**src/logic/mcr_pkg.sv**
```systemverilog
/*
 * constants, register map and carrier types for the meter configuration slice.
 * assumes an APB master with 32-bit data, one aligned word per register.
 */
package mcr_pkg;
    // printed offsets are not all multiples of four: they are indices, byte address = 4*index
    localparam logic [15:0] IDX_FLASH_PROTECT = 16'h00B2;
    localparam logic [15:0] IDX_SERIAL_CMD = 16'h00FD;
    localparam logic [15:0] IDX_SLOT_STRETCH = 16'h2112;
    localparam logic [15:0] IDX_TEMP_UPPER = 16'h251B;
    localparam logic [15:0] IDX_TEMP_LOWER = 16'h251C;
    localparam logic [15:0] IDX_TEMP_FILTER = 16'h251D;
    localparam logic [15:0] IDX_SERIAL_EN = 16'h270C;
    localparam logic [15:0] IDX_SLEEP_REQ = 16'h28B2;
    localparam logic [15:0] IDX_IRQ_STATUS = 16'h3000;
    localparam logic [15:0] IDX_IRQ_MASK = 16'h3001;
    localparam logic [15:0] IDX_POWER_STATUS = 16'h3002;
    localparam logic [15:0] IDX_DISPLAY_MAP = 16'h3003;
    localparam logic [15:0] IDX_COMPUTE_LOC = 16'h3004;

    // bit positions
    localparam int FLASH_PROTECT_CTL_BIT = 6;
    localparam int SLEEP_BIT = 7;
    localparam int SERIAL_EN_BIT = 4;

    // reset values
    localparam logic RST_FLASH_PROTECT_CTL = 1'h0;
    localparam logic RST_SERIAL_EN = 1'h1;
    localparam logic [3:0] RST_STRETCH = 4'h0;
    localparam logic [6:0] RST_TEMP_LIMIT = 7'h00;
    localparam logic [3:0] RST_FILTER = 4'h0;
    localparam logic [7:0] RST_CMD = 8'h00;
    localparam logic [3:0] RST_DISPLAY_MAP = 4'h0;
    localparam logic [6:0] RST_COMPUTE_LOC = 7'h00;
    localparam logic [3:0] RST_IRQ = 4'h0;

    // result scaling
    localparam int SHIFT_NO_STRETCH = 9;
    localparam int SHIFT_STRETCH = 4;
    localparam int ADC_W = 22;
    localparam int RES_W = 32;

    // flash geometry: page size as address bits, code location in pages
    localparam int FLASH_AW = 17;
    localparam int PAGE_BITS = 10;

    // irq status bits
    localparam int IRQ_CMD = 0;
    localparam int IRQ_SLEEP = 1;
    localparam int IRQ_WAKE = 2;
    localparam int IRQ_ERASE_DENY = 3;

    typedef enum logic [2:0] {
        PWR_ACTIVE = 3'b001,
        PWR_ENTER = 3'b010,
        PWR_SLEEP = 3'b100
    } mcr_pwr_t;

    typedef struct packed {
        logic req;
        logic [FLASH_AW-1:0] addr;
    } mcr_erase_t;

    typedef struct packed {
        logic timer;
        logic button;
        logic sysPower;
    } mcr_wake_t;
endpackage : mcr_pkg

```
**src/logic/mcr_slot_stretch.sv**
```systemverilog
/*
 * slot-zero stretch counter and result scaler.
 * assumes xtalTick is a one-cycle pulse already in the clock domain.
 */
`timescale 1ns/1ns
module mcr_slot_stretch (
    // clock and reset
    input wire logic clock,
    input wire logic rst_n,
    // control
    input wire logic [3:0] stretch,
    input wire logic slotEnd,
    input wire logic xtalTick,
    input wire logic [mcr_pkg::ADC_W-1:0] adcRaw,
    input wire logic adcValid,
    // results
    output logic slotHold,
    output logic [mcr_pkg::RES_W-1:0] result
);
    import mcr_pkg::*;
    logic [3:0] extra;
    logic busy;
    wire logic startExt = slotEnd && !busy && (stretch != 4'h0);
    wire logic [RES_W-1:0] wide = {{(RES_W-ADC_W){1'b0}}, adcRaw};
    wire logic [RES_W-1:0] scaled = (stretch == 4'h0) ? (wide << SHIFT_NO_STRETCH)
                                                       : (wide << SHIFT_STRETCH);

    always_ff @(posedge clock) begin
        if (!rst_n) begin
            extra <= 4'h0;
            busy <= 1'b0;
        end else if (startExt) begin
            extra <= stretch;
            busy <= 1'b1;
        end else if (busy && xtalTick) begin
            extra <= extra - 4'h1;
            busy <= (extra != 4'h1);
        end
    end

    always_ff @(posedge clock) begin
        if (!rst_n) begin
            slotHold <= 1'b0;
            result <= '0;
        end else begin
            slotHold <= startExt || (busy && !(xtalTick && extra == 4'h1));
            if (adcValid)
                result <= scaled;
        end
    end
endmodule : mcr_slot_stretch

```
**src/logic/mcr_config_slice.sv**
```systemverilog
/*
 * meter configuration register slice: flash security gate, temperature limits,
 * sleep request with wake, slot-zero stretch, serial command capture, port enable.
 * assumes an APB master on clock, and wake and serial command pins that may be asynchronous.
 */
`timescale 1ns/1ns
module mcr_config_slice (
    // clock and reset
    input wire logic clock,
    input wire logic rst_n,
    // apb slave
    input wire logic psel,
    input wire logic penable,
    input wire logic pwrite,
    input wire logic [17:0] paddr,
    input wire logic [31:0] pwdata,
    input wire logic [3:0] pstrb,
    output logic [31:0] prdata,
    output logic pready,
    output logic pslverr,
    // serial slave command capture
    input wire logic [7:0] serialCmd,
    input wire logic serialCmdValid,
    // flash access requests
    input wire mcr_pkg::mcr_erase_t eraseReq,
    input wire logic serialFlashRead,
    input wire logic emulatorFlashRead,
    output logic eraseGrant,
    output logic eraseDeny,
    output logic serialReadGrant,
    output logic emulatorReadGrant,
    // power
    input wire mcr_pkg::mcr_wake_t wakePins,
    output logic sleepState,
    // adc slot zero
    input wire logic slotEnd,
    input wire logic xtalTick,
    input wire logic [mcr_pkg::ADC_W-1:0] adcRaw,
    input wire logic adcValid,
    output logic slotHold,
    output logic [mcr_pkg::RES_W-1:0] slotResult,
    // temperature settings
    output logic [6:0] tempUpperLimit,
    output logic [6:0] tempLowerLimit,
    output logic [3:0] tempWakeFilter,
    // pin routing
    output logic serialOnSharedIo,
    // interrupt
    output logic irq
);
    import mcr_pkg::*;

    function automatic logic hit(input logic [17:0] a, input logic [15:0] idx);
        hit = (a[17:2] == idx) && (a[1:0] == 2'b00);
    endfunction : hit

    logic flash_protect_ctl;
    logic [7:0] cmdCapture;
    logic [3:0] stretch;
    logic serialEn;
    logic [3:0] displayPinMap;
    logic [6:0] computeCodeLocation;
    logic [3:0] irqStatus;
    logic [3:0] irqMask;
    mcr_pwr_t pwr;
    mcr_pwr_t next_pwr;
    mcr_wake_t wakeMeta;
    mcr_wake_t wakeSync;
    logic [2:0] cmdMeta;
    logic [2:0] cmdSync;
    logic [7:0] cmdData;

    // one-cycle apb: answer on the first access cycle
    wire logic access = psel && penable;
    wire logic wrEn = access && pwrite && pstrb[0];
    wire logic selSecure = hit(paddr, IDX_FLASH_PROTECT);
    wire logic selCmd = hit(paddr, IDX_SERIAL_CMD);
    wire logic selStretch = hit(paddr, IDX_SLOT_STRETCH);
    wire logic selUpper = hit(paddr, IDX_TEMP_UPPER);
    wire logic selLower = hit(paddr, IDX_TEMP_LOWER);
    wire logic selFilter = hit(paddr, IDX_TEMP_FILTER);
    wire logic selSerEn = hit(paddr, IDX_SERIAL_EN);
    wire logic selSleep = hit(paddr, IDX_SLEEP_REQ);
    wire logic selIrqSt = hit(paddr, IDX_IRQ_STATUS);
    wire logic selIrqMask = hit(paddr, IDX_IRQ_MASK);
    wire logic selPwr = hit(paddr, IDX_POWER_STATUS);
    wire logic selMap = hit(paddr, IDX_DISPLAY_MAP);
    wire logic selLoc = hit(paddr, IDX_COMPUTE_LOC);
    wire logic mapped = selSecure | selCmd | selStretch | selUpper | selLower | selFilter
                      | selSerEn | selSleep | selIrqSt | selIrqMask | selPwr | selMap | selLoc;
    // the command byte is fixed by the serial side, so writes to it are errors
    wire logic badWrite = pwrite && (selCmd || selPwr);
    wire logic busErr = !mapped || badWrite;

    wire logic [31:0] rdMux =
        selSecure ? {25'h0, flash_protect_ctl, 6'h0} :
        selCmd ? {24'h0, cmdCapture} :
        selStretch ? {28'h0, stretch} :
        selUpper ? {25'h0, tempUpperLimit} :
        selLower ? {25'h0, tempLowerLimit} :
        selFilter ? {28'h0, tempWakeFilter} :
        selSerEn ? {27'h0, serialEn, 4'h0} :
        selIrqSt ? {28'h0, irqStatus} :
        selIrqMask ? {28'h0, irqMask} :
        selPwr ? {29'h0, pwr} :
        selMap ? {28'h0, displayPinMap} :
        selLoc ? {25'h0, computeCodeLocation} :
        32'h0;

    // flash gate: page index against compute-code start
    wire logic [FLASH_AW-PAGE_BITS-1:0] erasePage = eraseReq.addr[FLASH_AW-1:PAGE_BITS];
    wire logic protectedPage = (erasePage == '0) || (erasePage >= computeCodeLocation);
    wire logic denyErase = eraseReq.req && flash_protect_ctl && protectedPage;
    wire logic allowErase = eraseReq.req && !denyErase;

    // sleep request and wake
    wire logic sleepWrite = wrEn && selSleep && pwdata[SLEEP_BIT];
    wire logic wakeEvent = wakeSync.timer || wakeSync.button || wakeSync.sysPower;
    wire logic cmdStrobe = cmdSync[2] ^ cmdSync[1];

    always_comb begin
        next_pwr = pwr;
        unique case (pwr)
            PWR_ACTIVE: begin
                if (sleepWrite && !wakeSync.sysPower)
                    next_pwr = PWR_ENTER;
            end
            PWR_ENTER: begin
                next_pwr = wakeSync.sysPower ? PWR_ACTIVE : PWR_SLEEP;
            end
            PWR_SLEEP: begin
                if (wakeEvent)
                    next_pwr = PWR_ACTIVE;
            end
            default: next_pwr = PWR_ACTIVE;
        endcase
    end

    // wake pins are asynchronous levels: two flops before any decode
    always_ff @(posedge clock) begin
        if (!rst_n) begin
            wakeMeta <= '0;
            wakeSync <= '0;
        end else begin
            wakeMeta <= wakePins;
            wakeSync <= wakeMeta;
        end
    end

    // the byte is taken only after the toggle settles, so one flop suffices
    always_ff @(posedge clock) begin
        if (!rst_n) begin
            cmdMeta <= 3'h0;
            cmdSync <= 3'h0;
            cmdData <= RST_CMD;
        end else begin
            cmdMeta <= {cmdMeta[1:0], serialCmdValid};
            cmdSync <= {cmdSync[1:0], cmdMeta[2]};
            cmdData <= serialCmd;
        end
    end

    always_ff @(posedge clock) begin
        if (!rst_n)
            pwr <= PWR_ACTIVE;
        else
            pwr <= next_pwr;
    end

    always_ff @(posedge clock) begin
        if (!rst_n)
            flash_protect_ctl <= RST_FLASH_PROTECT_CTL;
        else if (wrEn && selSecure)
            flash_protect_ctl <= pwdata[FLASH_PROTECT_CTL_BIT];
    end

    always_ff @(posedge clock) begin
        if (!rst_n)
            stretch <= RST_STRETCH;
        else if (wrEn && selStretch)
            stretch <= pwdata[3:0];
    end

    always_ff @(posedge clock) begin
        if (!rst_n)
            tempUpperLimit <= RST_TEMP_LIMIT;
        else if (wrEn && selUpper)
            tempUpperLimit <= pwdata[6:0];
    end

    always_ff @(posedge clock) begin
        if (!rst_n)
            tempLowerLimit <= RST_TEMP_LIMIT;
        else if (wrEn && selLower)
            tempLowerLimit <= pwdata[6:0];
    end

    always_ff @(posedge clock) begin
        if (!rst_n)
            tempWakeFilter <= RST_FILTER;
        else if (wrEn && selFilter)
            tempWakeFilter <= pwdata[3:0];
    end

    always_ff @(posedge clock) begin
        if (!rst_n)
            serialEn <= RST_SERIAL_EN;
        else if (wrEn && selSerEn)
            serialEn <= pwdata[SERIAL_EN_BIT];
    end

    always_ff @(posedge clock) begin
        if (!rst_n)
            displayPinMap <= RST_DISPLAY_MAP;
        else if (wrEn && selMap)
            displayPinMap <= pwdata[3:0];
    end

    always_ff @(posedge clock) begin
        if (!rst_n)
            computeCodeLocation <= RST_COMPUTE_LOC;
        else if (wrEn && selLoc)
            computeCodeLocation <= pwdata[6:0];
    end

    always_ff @(posedge clock) begin
        if (!rst_n)
            irqMask <= RST_IRQ;
        else if (wrEn && selIrqMask)
            irqMask <= pwdata[3:0];
    end

    always_ff @(posedge clock) begin
        if (!rst_n)
            cmdCapture <= RST_CMD;
        else if (cmdStrobe)
            cmdCapture <= cmdData;
    end

    // sticky status: a new event wins over a write-one clear in the same cycle
    wire logic [3:0] irqEvents = {denyErase, (pwr == PWR_SLEEP) && wakeEvent,
                                  next_pwr == PWR_SLEEP && pwr != PWR_SLEEP, cmdStrobe};
    wire logic [3:0] irqClear = (wrEn && selIrqSt) ? pwdata[3:0] : 4'h0;
    wire logic [3:0] next_irqStatus = (irqStatus & ~irqClear) | irqEvents;

    always_ff @(posedge clock) begin
        if (!rst_n)
            irqStatus <= RST_IRQ;
        else
            irqStatus <= next_irqStatus;
    end

    // answer is launched from the setup cycle, so it stands in the first access cycle
    always_ff @(posedge clock) begin
        if (!rst_n) begin
            prdata <= 32'h0;
            pready <= 1'b0;
            pslverr <= 1'b0;
        end else begin
            pready <= psel && !penable;
            pslverr <= psel && !penable && busErr;
            prdata <= (psel && !penable && !pwrite) ? rdMux : 32'h0;
        end
    end

    always_ff @(posedge clock) begin
        if (!rst_n) begin
            eraseGrant <= 1'b0;
            eraseDeny <= 1'b0;
        end else begin
            eraseGrant <= allowErase;
            eraseDeny <= denyErase;
        end
    end

    always_ff @(posedge clock) begin
        if (!rst_n) begin
            serialReadGrant <= 1'b0;
            emulatorReadGrant <= 1'b0;
        end else begin
            serialReadGrant <= serialFlashRead && !flash_protect_ctl;
            emulatorReadGrant <= emulatorFlashRead && !flash_protect_ctl;
        end
    end

    always_ff @(posedge clock) begin
        if (!rst_n)
            sleepState <= 1'b0;
        else
            sleepState <= (next_pwr == PWR_SLEEP);
    end

    always_ff @(posedge clock) begin
        if (!rst_n)
            serialOnSharedIo <= 1'b0;
        else
            serialOnSharedIo <= serialEn && (displayPinMap == 4'h0);
    end

    always_ff @(posedge clock) begin
        if (!rst_n)
            irq <= 1'b0;
        else
            irq <= |(next_irqStatus & irqMask);
    end

    mcr_slot_stretch i_mcr_slot_stretch (
        .clock(clock),
        .rst_n(rst_n),
        .stretch(stretch),
        .slotEnd(slotEnd),
        .xtalTick(xtalTick),
        .adcRaw(adcRaw),
        .adcValid(adcValid),
        .slotHold(slotHold),
        .result(slotResult)
    );
endmodule : mcr_config_slice

```
**config.mk**
```make
export PLATFORM = sky130hd
export DESIGN_NAME = mcr_config_slice
export DESIGN_NICKNAME = d
export VERILOG_FILES = /design/src/logic/mcr_pkg.sv /design/src/logic/mcr_slot_stretch.sv /design/src/logic/mcr_config_slice.sv
export SDC_FILE = /design/constraint.sdc
export NUM_CORES = 1
export LEC_CHECK = 0
export ABC_AREA = 1
export BUFFER_PORTS_ARGS = -buffer_cell sky130_fd_sc_hd__buf_4
export CORE_ASPECT_RATIO = 0.5
export CORE_MARGIN = 2
export CORE_UTILIZATION = 52
export CTS_BUF_LIST = sky130_fd_sc_hd__clkbuf_8
export DETAILED_ROUTE_END_ITERATION = 6
export PLACE_DENSITY_LB_ADDON = 0.3
export SLEW_MARGIN = 20
export SYNTH_ARGS = -nofsm -noshare
export SYNTH_HDL_FRONTEND = slang
export SYNTH_SLANG_ARGS = --single-unit
```
**constraint.sdc**
```tcl
create_clock -name clock -period 2.15 [get_ports clock]
set_input_delay 0.43 -clock clock [delete_from_list [all_inputs] [get_ports clock]]
set_output_delay 0.43 -clock clock [all_outputs]
set_load 0.05 [all_outputs]
```
Word level (Yosys, flattened, before mapping). Cells that the tools add are included.

Register bits after elaboration: 153. Latch bits: 0. Bits in writable memories: 0. Bits in read-only memories: 0. Output and inout bits: 92. Memories kept: 0.

$add $sub $neg: 1. Multiply operators: 0. Divide/modulo/power cells: 0. Order comparisons: 1. Eq/ne operators: 20. Shift-type cells: 0. Multiplexer cells: 22. Bitwise operators: 19. Reductions and logical operators: 70.

Operator list (number): 16-bit by 14-bit equality test with 1-bit output, second input constant (11); 7-bit 2-to-1 mux (11); 1-bit logical AND (46); 16-bit by 8-bit equality test with 1-bit output, second input constant (2); 31-bit 2-to-1 mux (1); 13-bit OR reduction (1); 4-bit 2-to-1 mux (3); 1-bit bitwise OR (12); 3-bit 2-to-1 mux (3); 3-bit one-hot mux with 3 select lines (1); 4-bit AND (2); 1-bit logical NOT (8); 4-bit logical NOT (2); 8-bit 2-to-1 mux (1); 7-bit greater-or-equal comparator (1); 7-bit logical NOT (1); 3-bit equality test, second input constant (2); 1-bit logical OR (6); 4-bit by 1-bit equality test with 1-bit output, second input constant (1); 4-bit by 1-bit != test with 1-bit output, second input constant (1); 4-bit NOT (1); 4-bit bitwise OR (1); 4-bit nonzero test (1); 4-bit OR reduction (1); other kinds (11) (13).

Logic depth before layout (Yosys ltp). Gate-level depths: netlist (run 1).

Word-level depth: 17. Gate-level depth with buffers: 16. Gate-level depth less buffers: 16.

Cells and area by module. A second synthesis (run 1) with hierarchy kept.

Cell total of the unflattened synthesis: 824. Area total of the unflattened synthesis: 6094.6 µm².

Modules (own cells, without submodules): mcr_config_slice (instances 1, cells each 613, area an instance 4548.1 µm², sequential area each 1821.7 µm²); mcr_slot_stretch (instances 1, cells each 211, area an instance 1546.5 µm², sequential area each 660.6 µm²).

Least setup slack after synthesis (run 1). No wires, ideal clock.

Path type: input to register. Start: in paddr[13]. End: reg irq. Setup time: 123 ps. Data arrival time: 1634 ps. Data required time: 2027 ps. Path slack: 394 ps. Stages: 11. Path through: nor2_1 nand2_1 nor2_2 buf_6 nand4_4 clkinv_2 nand2_4 o21ai_2 a21oi_1 o21ai_1 nand3_1.

Longest elaborated chain between the ends: 12. Elaborated cells between the ends (all ways): 18. Those cells by class: eq/ne: 3; mux: 3; bitwise: 4; reduce/logical: 8.

Ends and longest elaborated chain: start, declared (RTL line mcr_config_slice.sv:15) `input wire logic [17:0] paddr,`; 16-bit by 14-bit equality test with 1-bit output (RTL line mcr_config_slice.sv:54) `hit = (a[17:2] == idx) && (a[1:0] == 2'b00);`; 1-bit logical AND (RTL line mcr_config_slice.sv:54); 1-bit logical AND (2 in a row) (RTL line mcr_config_slice.sv:117) `wire logic sleepWrite = wrEn && selSleep && pwdata[SLEEP_BIT];`; 1-bit logical AND (RTL line mcr_config_slice.sv:125) `if (sleepWrite && !wakeSync.sysPower)`; 3-bit 2-to-1 mux (RTL line mcr_config_slice.sv:125); 3-bit one-hot mux with 3 select lines (RTL line mcr_config_slice.sv:123) `unique case (pwr)`; 3-bit equality test (RTL line mcr_config_slice.sv:242) `next_pwr == PWR_SLEEP && pwr != PWR_SLEEP, cmdStrobe};`; 1-bit logical AND (RTL line mcr_config_slice.sv:242); 4-bit bitwise OR * (RTL line mcr_config_slice.sv:244) `wire logic [3:0] next_irqStatus = (irqStatus & ~irqClear) | irqEvents;`; 4-bit AND * (RTL line mcr_config_slice.sv:304) `irq <= |(next_irqStatus & irqMask);`; 4-bit OR reduction * (RTL line mcr_config_slice.sv:304); end signal, assigned (RTL line mcr_config_slice.sv:304); end, declared (RTL line mcr_config_slice.sv:49) `output logic irq`.

Mark *: on every way between the ends. The rest lies on a longest branch, timed or not. A chain may end at the register's enable or synchronous reset.

Final worst setup path (run 1).
Start: reg computeCodeLocation[2]. End: reg irq.

Longest elaborated chain between the ends: 6.

Ends and longest elaborated chain: start, declared (RTL line mcr_config_slice.sv:62) `logic [6:0] computeCodeLocation;`; start signal, assigned (RTL line mcr_config_slice.sv:223) `computeCodeLocation <= pwdata[6:0];`; 7-bit greater-or-equal comparator (RTL line mcr_config_slice.sv:112) `wire logic protectedPage = (erasePage == '0) || (erasePage >= computeCodeLocation);`; 1-bit logical OR (RTL line mcr_config_slice.sv:112); 1-bit logical AND (RTL line mcr_config_slice.sv:113) `wire logic denyErase = eraseReq.req && flash_protect_ctl && protectedPage;`; 4-bit bitwise OR (RTL line mcr_config_slice.sv:244); 4-bit AND (RTL line mcr_config_slice.sv:304); 4-bit OR reduction (RTL line mcr_config_slice.sv:304).

No other way between the ends.

==> results of run 1 <==
[metal layers]
| metal | vias to the layer above | routed length (um) | global-route usage [%] |
|---|---|---|---|
| li1 | 2937 | - | - |
| met1 | 2661 | 6830 | 30.9 |
| met2 | 207 | 7130 | 42.4 |
| met3 | 24 | 1240 | 7.23 |
| met4 | 0 | 260 | 8.72 |
| met5 | - | 0 | 0 |
[power breakdown]
part	total [mW]	switching (mW)	internal (mW)
Clock	2.02	0.877	1.14
Sequential	2.39	0.0286	2.36
Combinational	0.697	0.476	0.221
[flip-flops by register name, indices dropped and copies added (netlist names), 3 cells and up]
name,cells
cmdCapture,8
cmdData,8
cmdMeta,3
cmdSync,3
computeCodeLocation,7
displayPinMap,4
i_mcr_slot_stretch.extra,4
i_mcr_slot_stretch.result,27
irqMask,4
irqStatus,4
prdata,8
pwr,3
stretch,4
tempLowerLimit,7
tempUpperLimit,7
tempWakeFilter,4
wakeMeta,3
wakeSync,3
[area by class of cell]
type / instances / area [um^2] / area share [%]
repair buffers: 158 / 1220 / 16.1
well taps: 145 / 181 / 2.39
flip-flops and latches: 124 / 2480 / 32.7
multi-input cells: 559 / 2870 / 37.8
clock buffers: 18 / 248 / 3.27
inverters: 118 / 444 / 5.86
clock inverters: 13 / 135 / 1.78
[worst max-delay path by stage]
stage | start | to | slack, ps | depth (start not counted)
after floorplan | paddr[13] | irq$_SDFF_PN0_ | 390 | 11
after global placement | paddr[10] | prdata[1]$_SDFF_PP0_ | 70 | 17
after detailed placement | paddr[10] | prdata[1]$_SDFF_PP0_ | 20 | 17
after CTS | computeCodeLocation[2]$_SDFFE_PN0P_ | irq$_SDFF_PN0_ | 360 | 10
after global routing | computeCodeLocation[2]$_SDFFE_PN0P_ | irq$_SDFF_PN0_ | 240 | 10
final | computeCodeLocation[2]$_SDFFE_PN0P_ | irq$_SDFF_PN0_ | 330 | 10
[cell usage in the layout, fill, tap and decap left out, types with 12 or more instances in the layout]
| cell | count |
|---|---|
| sky130_fd_sc_hd__buf_4 | 155 |
| sky130_fd_sc_hd__nand2_1 | 152 |
| sky130_fd_sc_hd__dfxtp_1 | 124 |
| sky130_fd_sc_hd__inv_1 | 114 |
| sky130_fd_sc_hd__nor2_1 | 77 |
| sky130_fd_sc_hd__a21oi_1 | 70 |
| sky130_fd_sc_hd__o21ai_0 | 63 |
| sky130_fd_sc_hd__nand3_1 | 50 |
| sky130_fd_sc_hd__conb_1 | 29 |
| sky130_fd_sc_hd__o211ai_1 | 20 |
| sky130_fd_sc_hd__clkbuf_8 | 18 |
| sky130_fd_sc_hd__nor3_1 | 12 |
[worst max-delay path, cell delays in order, from the launching register on]
cell	delay [ps]
sky130_fd_sc_hd__dfxtp_1	330
sky130_fd_sc_hd__inv_1	70
sky130_fd_sc_hd__ha_1	310
sky130_fd_sc_hd__nand2_1	50
sky130_fd_sc_hd__o21ai_0	190
sky130_fd_sc_hd__nand4_1	110
sky130_fd_sc_hd__o2111ai_1	170
sky130_fd_sc_hd__nand2_1	160
sky130_fd_sc_hd__o21ai_1	190
sky130_fd_sc_hd__nand2_1	90
sky130_fd_sc_hd__nand3_1	90
[cell families after synthesis]
group / count (synthesis) / share of synthesized area, %
and+or+nand+nor: 335 / 26.1
xor gates and xnor gates: 1 / 0.145
other: 1 / 0.0622
AOI/OAI and AO/OA: 185 / 17.5
DFF: 124 / 41.2
buffers and inverters: 175 / 13.2
adders and majority gates: 9 / 1.87
==> implementation parameters, run 1 <==
Parameter                              Value

Outcome
  Result of the run    finished, final reports clean

STA
  Achievable frequency    550 MHz
  Setup TNS    0 ps
  Hold slack    177 ps
  Smallest setup slack after layout    331 ps
  Pins over their slew limit    0
  Unrepaired setup endpoints after global routing    no
  Final clock period utilization by the worst path    84.6%
  Number of hold-slack violations in the final timing report    0
  Final setup violating endpoints    0
  Worst clock skew    12.0 ps
  Tmin final    1820 ps

Synthesis
  Synth cell count leaders    152 x sky130_fd_sc_hd__nand2_1, 124 x sky130_fd_sc_hd__dfxtp_1, 110 x sky130_fd_sc_hd__inv_1
  Top cells by area, synth    sky130_fd_sc_hd__dfxtp_1 41%, sky130_fd_sc_hd__nand2_1 9.5%, sky130_fd_sc_hd__inv_1 6.8%
  Instance count of the mapped netlist    830
  Post-synth EDFFs    0
  Most common cell in the synthesized netlist    sky130_fd_sc_hd__nand2_1
  Share of the yosys chip area belonging to registers    41.2%
  Proportion of synthesized flip-flops having asynchronous set or reset    0%
  Average cell area after synthesis    7.26 um^2
  Proportion of netlist area held by the largest area contributor    41.2%
  Synthesized area    0.00603 mm^2
  Cell taking the most area after synthesis    sky130_fd_sc_hd__dfxtp_1
  Post-synth cell types    47
  Warnings, synthesis    0
  Ys flop type    sky130_fd_sc_hd__dfxtp_1
  Yosys reg bits    124

Final layout
  Final antenna diode count    0
  Area growth, synth to finish    25.7%
  Layout cell share with drive strength beyond 1    22.9%
  Non-filler instance count after layout    1135
  Number of filler instances in the final layout    948
  Layout Nets    1103
  Total non-filler cell area in the finished layout    0.00758 mm^2
  Core occupancy in the finished layout    68.0%

Floorplanning
  Number of top-level pins    208
  Die area    0.0125 mm^2
  Die width    156 um
  Starting density of the core    54.1%
  Row Count    27
  Area of the core    0.0111 mm^2
  Die outline height    80.1 um

Setup path
  Data required, critical path    2520 ps
  Startpoint-to-endpoint class of the critical path    flip-flop to flip-flop
  CP endpoint kind    flip-flop
  Kind of start point of the critical path    flip-flop
  Origin of the critical flop-to-flop path    computeCodeLocation[2]$_SDFFE_PN0P_
  CP Data Arrival Time    2190 ps
  Critical-path maximum fanout    3
  R2r setup slk    330 ps
  End of the worst register-to-register path    irq$_SDFF_PN0_
  Worst Reg-to-Reg Cells    10

Clocking
  Number of gates resized after CTS    0
  Clock latency of the later-clocked register in the worst-skew pair    430 ps
  Hold Buf Count CTS    0
  Reg clk slew, reported paths    70 ps
  Maximum root-to-sink buffer count    2
  Cell at the root of the clock tree    sky130_fd_sc_hd__clkbuf_8
  Clock tree from TritonCTS    yes
  # Post-CTS Setup Buffers    0
  Level count of the clock H-tree    4
  TritonCTS buffer count    17
  Total number of clock tree sinks    124

Power and ir drop
  Tot Pwr    5.10 mW
  Total power density per cell area    673 mW/mm^2
  Leakage power    3.79 nW
  Maximum vdd ir drop    564 uV

GRT
  Global routing usage summed across all routing layers    25.1%
  Grt total ovfl    0
  Initial antenna violation count    0
  Number of global-route vias before repair    5346
  First-pass GRT wire length    24.7 mm
  Maximum number of pins on one net before global-route repair    96

Route
  Number of remaining DRC errors    0
  Routed length per instance    13.6 um
  DR pass1 iterations    5
  Post-route antenna net violation count    0
  Routed via count divided by cell count    5.14
  Count of vias placed by the detailed router    5829
  First DRT Iteration DRCs    362
  Detailed-route wire length    15.4 mm

Hold path
  Min-delay worst type    primary input to flip-flop
  End point of the most critical hold path    wakeMeta[0]$_SDFF_PN0_
  Cell depth of the worst hold path    3
  Hold_sp    wakePins[0]

Place
  Cell area reported after detailed placement    0.00720 mm^2
  Worst setup slack before clock tree synthesis    22.9 ps
  Placed cells    1104
  Count of port buffers added during placement    141
  GP Congestion    0.867
  Detail Placement HPWL    11.6 mm

Job
  Number of max-cap violations    0
(Power assumes the default switching activity.)
==> inputs of run 2 (changes only) <==
--- a/config.mk
+++ b/config.mk
@@ -9,7 +9,7 @@
 export BUFFER_PORTS_ARGS = -buffer_cell sky130_fd_sc_hd__buf_4
 export CORE_ASPECT_RATIO = 0.5
 export CORE_MARGIN = 2
-export CORE_UTILIZATION = 52
+export CORE_UTILIZATION = 47
 export CTS_BUF_LIST = sky130_fd_sc_hd__clkbuf_8
 export DETAILED_ROUTE_END_ITERATION = 6
 export PLACE_DENSITY_LB_ADDON = 0.3
==> constraint.sdc (replaced) <==
create_clock -name clock -period 1.6 [get_ports clock]
set_input_delay 0.32 -clock clock [delete_from_list [all_inputs] [get_ports clock]]
set_output_delay 0.32 -clock clock [all_outputs]
set_load 0.05 [all_outputs]
==> run 2 against run 1 <==
Effect of this change:
- the flow now finishes with violations (negative setup slack)
- cell area grew 8.2%
- non-clock buffer count increased by 58
- hold slack got worse by 120 ps
- highest routed layer unchanged
==> implementation parameters, run 2 (same netlist as run 1, synthesis figures left out) <==
Parameter                              Value

Route
  Count of vias placed by the detailed router    6088 (+4.4%)
  Number of remaining DRC errors    0 (unchanged)
  Detailed-route wire length    16.6 mm (+7.7%)
  DR pass1 iterations    5 (unchanged)
  Post-route antenna net violation count    0 (unchanged)
  First DRT Iteration DRCs    326 (-9.9%)
  Routed via count divided by cell count    5.00 (-2.7%)
  Routed length per instance    13.7 um (+0.32%)

Floorplanning
  Row Count    29 (+7.4%)
  Starting density of the core    47.9% (-6.2 points)
  Die outline height    84.1 um (+4.9%)
  Area of the core    0.0126 mm^2 (+13%)
  Die area    0.0138 mm^2 (+10%)
  Die width    164 um (+5.1%)
  Number of top-level pins    208 (unchanged)

Final layout
  Layout cell share with drive strength beyond 1    29.9% (+6.9 points)
  Core occupancy in the finished layout    65.1% (-2.9 points)
  Non-filler instance count after layout    1218 (+7.3%)
  Layout Nets    1161 (+5.3%)
  Leading cell types in the layout, fill and taps excluded    212 x sky130_fd_sc_hd__buf_4, 148 x sky130_fd_sc_hd__nand2_1, 122 x sky130_fd_sc_hd__dfxtp_1, 110 x sky130_fd_sc_hd__inv_1, 70 x sky130_fd_sc_hd__nor2_1
  Largest register by flop count    i_mcr_slot_stretch.result
  Largest register FFs    27 (unchanged)
  Final antenna diode count    0 (unchanged)
  Most common library cell in the layout ignoring fill and taps    sky130_fd_sc_hd__buf_4
  Area growth, synth to finish    36.0%
  Total non-filler cell area in the finished layout    0.00820 mm^2 (+8.2%)

GRT
  Met2 track demand over resource    40.1% (-2.2 points)
  Grt total ovfl    0 (unchanged)
  Initial antenna violation count    0 (unchanged)
  Grt peak-use layer    met2
  Met3 Usage GRT    6.46% (-0.77 points)
  Grt met1 use    31.9% (+1.0 points)
  First-pass GRT wire length    27.0 mm (+9.3%)
  Global routing usage summed across all routing layers    24.7% (-0.40 points)
  Maximum number of pins on one net before global-route repair    96 (unchanged)
  Number of global-route vias before repair    5746 (+7.5%)

STA
  Final setup violating endpoints    1 (+1)
  Worst clock skew    14.0 ps (+2.06 ps)
  Final clock period utilization by the worst path    101% (+16 points)
  Pins over their slew limit    0 (unchanged)
  Setup TNS    -8.99 ps (-8.99 ps)
  Hold slack    56.7 ps (-121 ps)
  Number of hold-slack violations in the final timing report    0 (unchanged)
  Tmin final    1610 ps (-211 ps)
  Smallest setup slack after layout    -8.99 ps (-339 ps)
  Achievable frequency    622 MHz (+13%)
  Unrepaired setup endpoints after global routing    yes

Power and ir drop
  Leakage power    4.09 nW (+8.1%)
  Tot Pwr    6.85 mW (+34%)
  Maximum vdd ir drop    499 uV (-11%)
  Total power density per cell area    835 mW/mm^2 (+24%)

Place
  Cell area reported after detailed placement    0.00765 mm^2 (+6.3%)
  Placed cells    1184 (+7.2%)
  Count of port buffers added during placement    141 (unchanged)
  Detail Placement HPWL    12.4 mm (+6.8%)
  Worst setup slack before clock tree synthesis    -338 ps (-361 ps)
  GP Congestion    0.912 (+5.1%)

Clocking
  Clock tree from TritonCTS    yes
  TritonCTS buffer count    17 (unchanged)
  Reg clk slew, reported paths    70 ps (about the same)
  Level count of the clock H-tree    4 (unchanged)
  Cell at the root of the clock tree    sky130_fd_sc_hd__clkbuf_8
  Maximum root-to-sink buffer count    2 (unchanged)
  Total number of clock tree sinks    124 (unchanged)
  Clock latency of the later-clocked register in the worst-skew pair    450 ps (+20 ps)

Setup path
  CP endpoint kind    flip-flop
  Worst Reg-to-Reg Cells    8 (-2)
  Critical-path maximum fanout    2 (-1)
  Data required, critical path    1980 ps (-540 ps)
  CP Data Arrival Time    1990 ps (-200 ps)
  Kind of start point of the critical path    flip-flop
  Startpoint-to-endpoint class of the critical path    flip-flop to flip-flop

Outcome
  Violations in the final reports    negative setup slack
  Result of the run    complete, but fails checks

Job
  Number of max-cap violations    0 (unchanged)

Hold path
  Min-delay worst type    primary input to flip-flop
  Cell depth of the worst hold path    3 (unchanged)
## run 2: power by group
part	total (mW)	switching [mW]	leakage (nW)	internal [mW]
logic	1.02	0.674	2.88	0.350
registers	3.21	0.0396	1.01	3.17
clock network	2.61	1.20	0.204	1.42
total	6.85	1.91	4.09	4.94
## run 2: repair_timing
| item | 4_1_cts | 5_1_grt |
|---|---|---|
| hold buffers | 0 | 0 |
| setup endpoints to repair | 4 | 10 |
| resized for setup | 12 | 24 |
| setup buffers | 2 | 3 |
| hold endpoints to repair | 0 | 0 |
| pin swaps | 8 | 11 |
## run 2: final cells by class
class	instances	area [um^2]
flip-flops and latches	124	2480
fillers	1085	4390
inverters	118	447
clock inverters	12	109
clock buffers	19	262
well taps	170	213
multi-input cells	559	3020
repair buffers	216	1660
## run 2: per-layer routing
layer | share of wire [%] | up-vias | routed length [um]
li1 | - | 3068 | -
met1 | 44 | 2785 | 7380
met2 | 47 | 208 | 7830
met3 | 7.1 | 27 | 1180
met4 | 1.5 | 0 | 244
met5 | 0 | - | 0
## run 2: critical path: stages, from the launching register on
cell,delay [ps]
sky130_fd_sc_hd__dfxtp_1,340
sky130_fd_sc_hd__inv_1,70
sky130_fd_sc_hd__ha_1,290
sky130_fd_sc_hd__nand4_1,150
sky130_fd_sc_hd__o2111ai_4,280
sky130_fd_sc_hd__nand2_2,120
sky130_fd_sc_hd__o21ai_2,140
sky130_fd_sc_hd__nand2_1,80
sky130_fd_sc_hd__nand3_1,80
## run 2: final timing paths
check | slack (ps) | startpoint | endpoint
max | -9 | computeCodeLocation[3]$_SDFFE_PN0P_ | irq$_SDFF_PN0_
min | 60 | serialCmd[4] | cmdData[4]$_SDFF_PN0_
max reg2reg | -9 | computeCodeLocation[3]$_SDFFE_PN0P_ | irq$_SDFF_PN0_
min reg2reg | 410 | cmdSync[0]$_SDFF_PN0_ | cmdSync[1]$_SDFF_PN0_
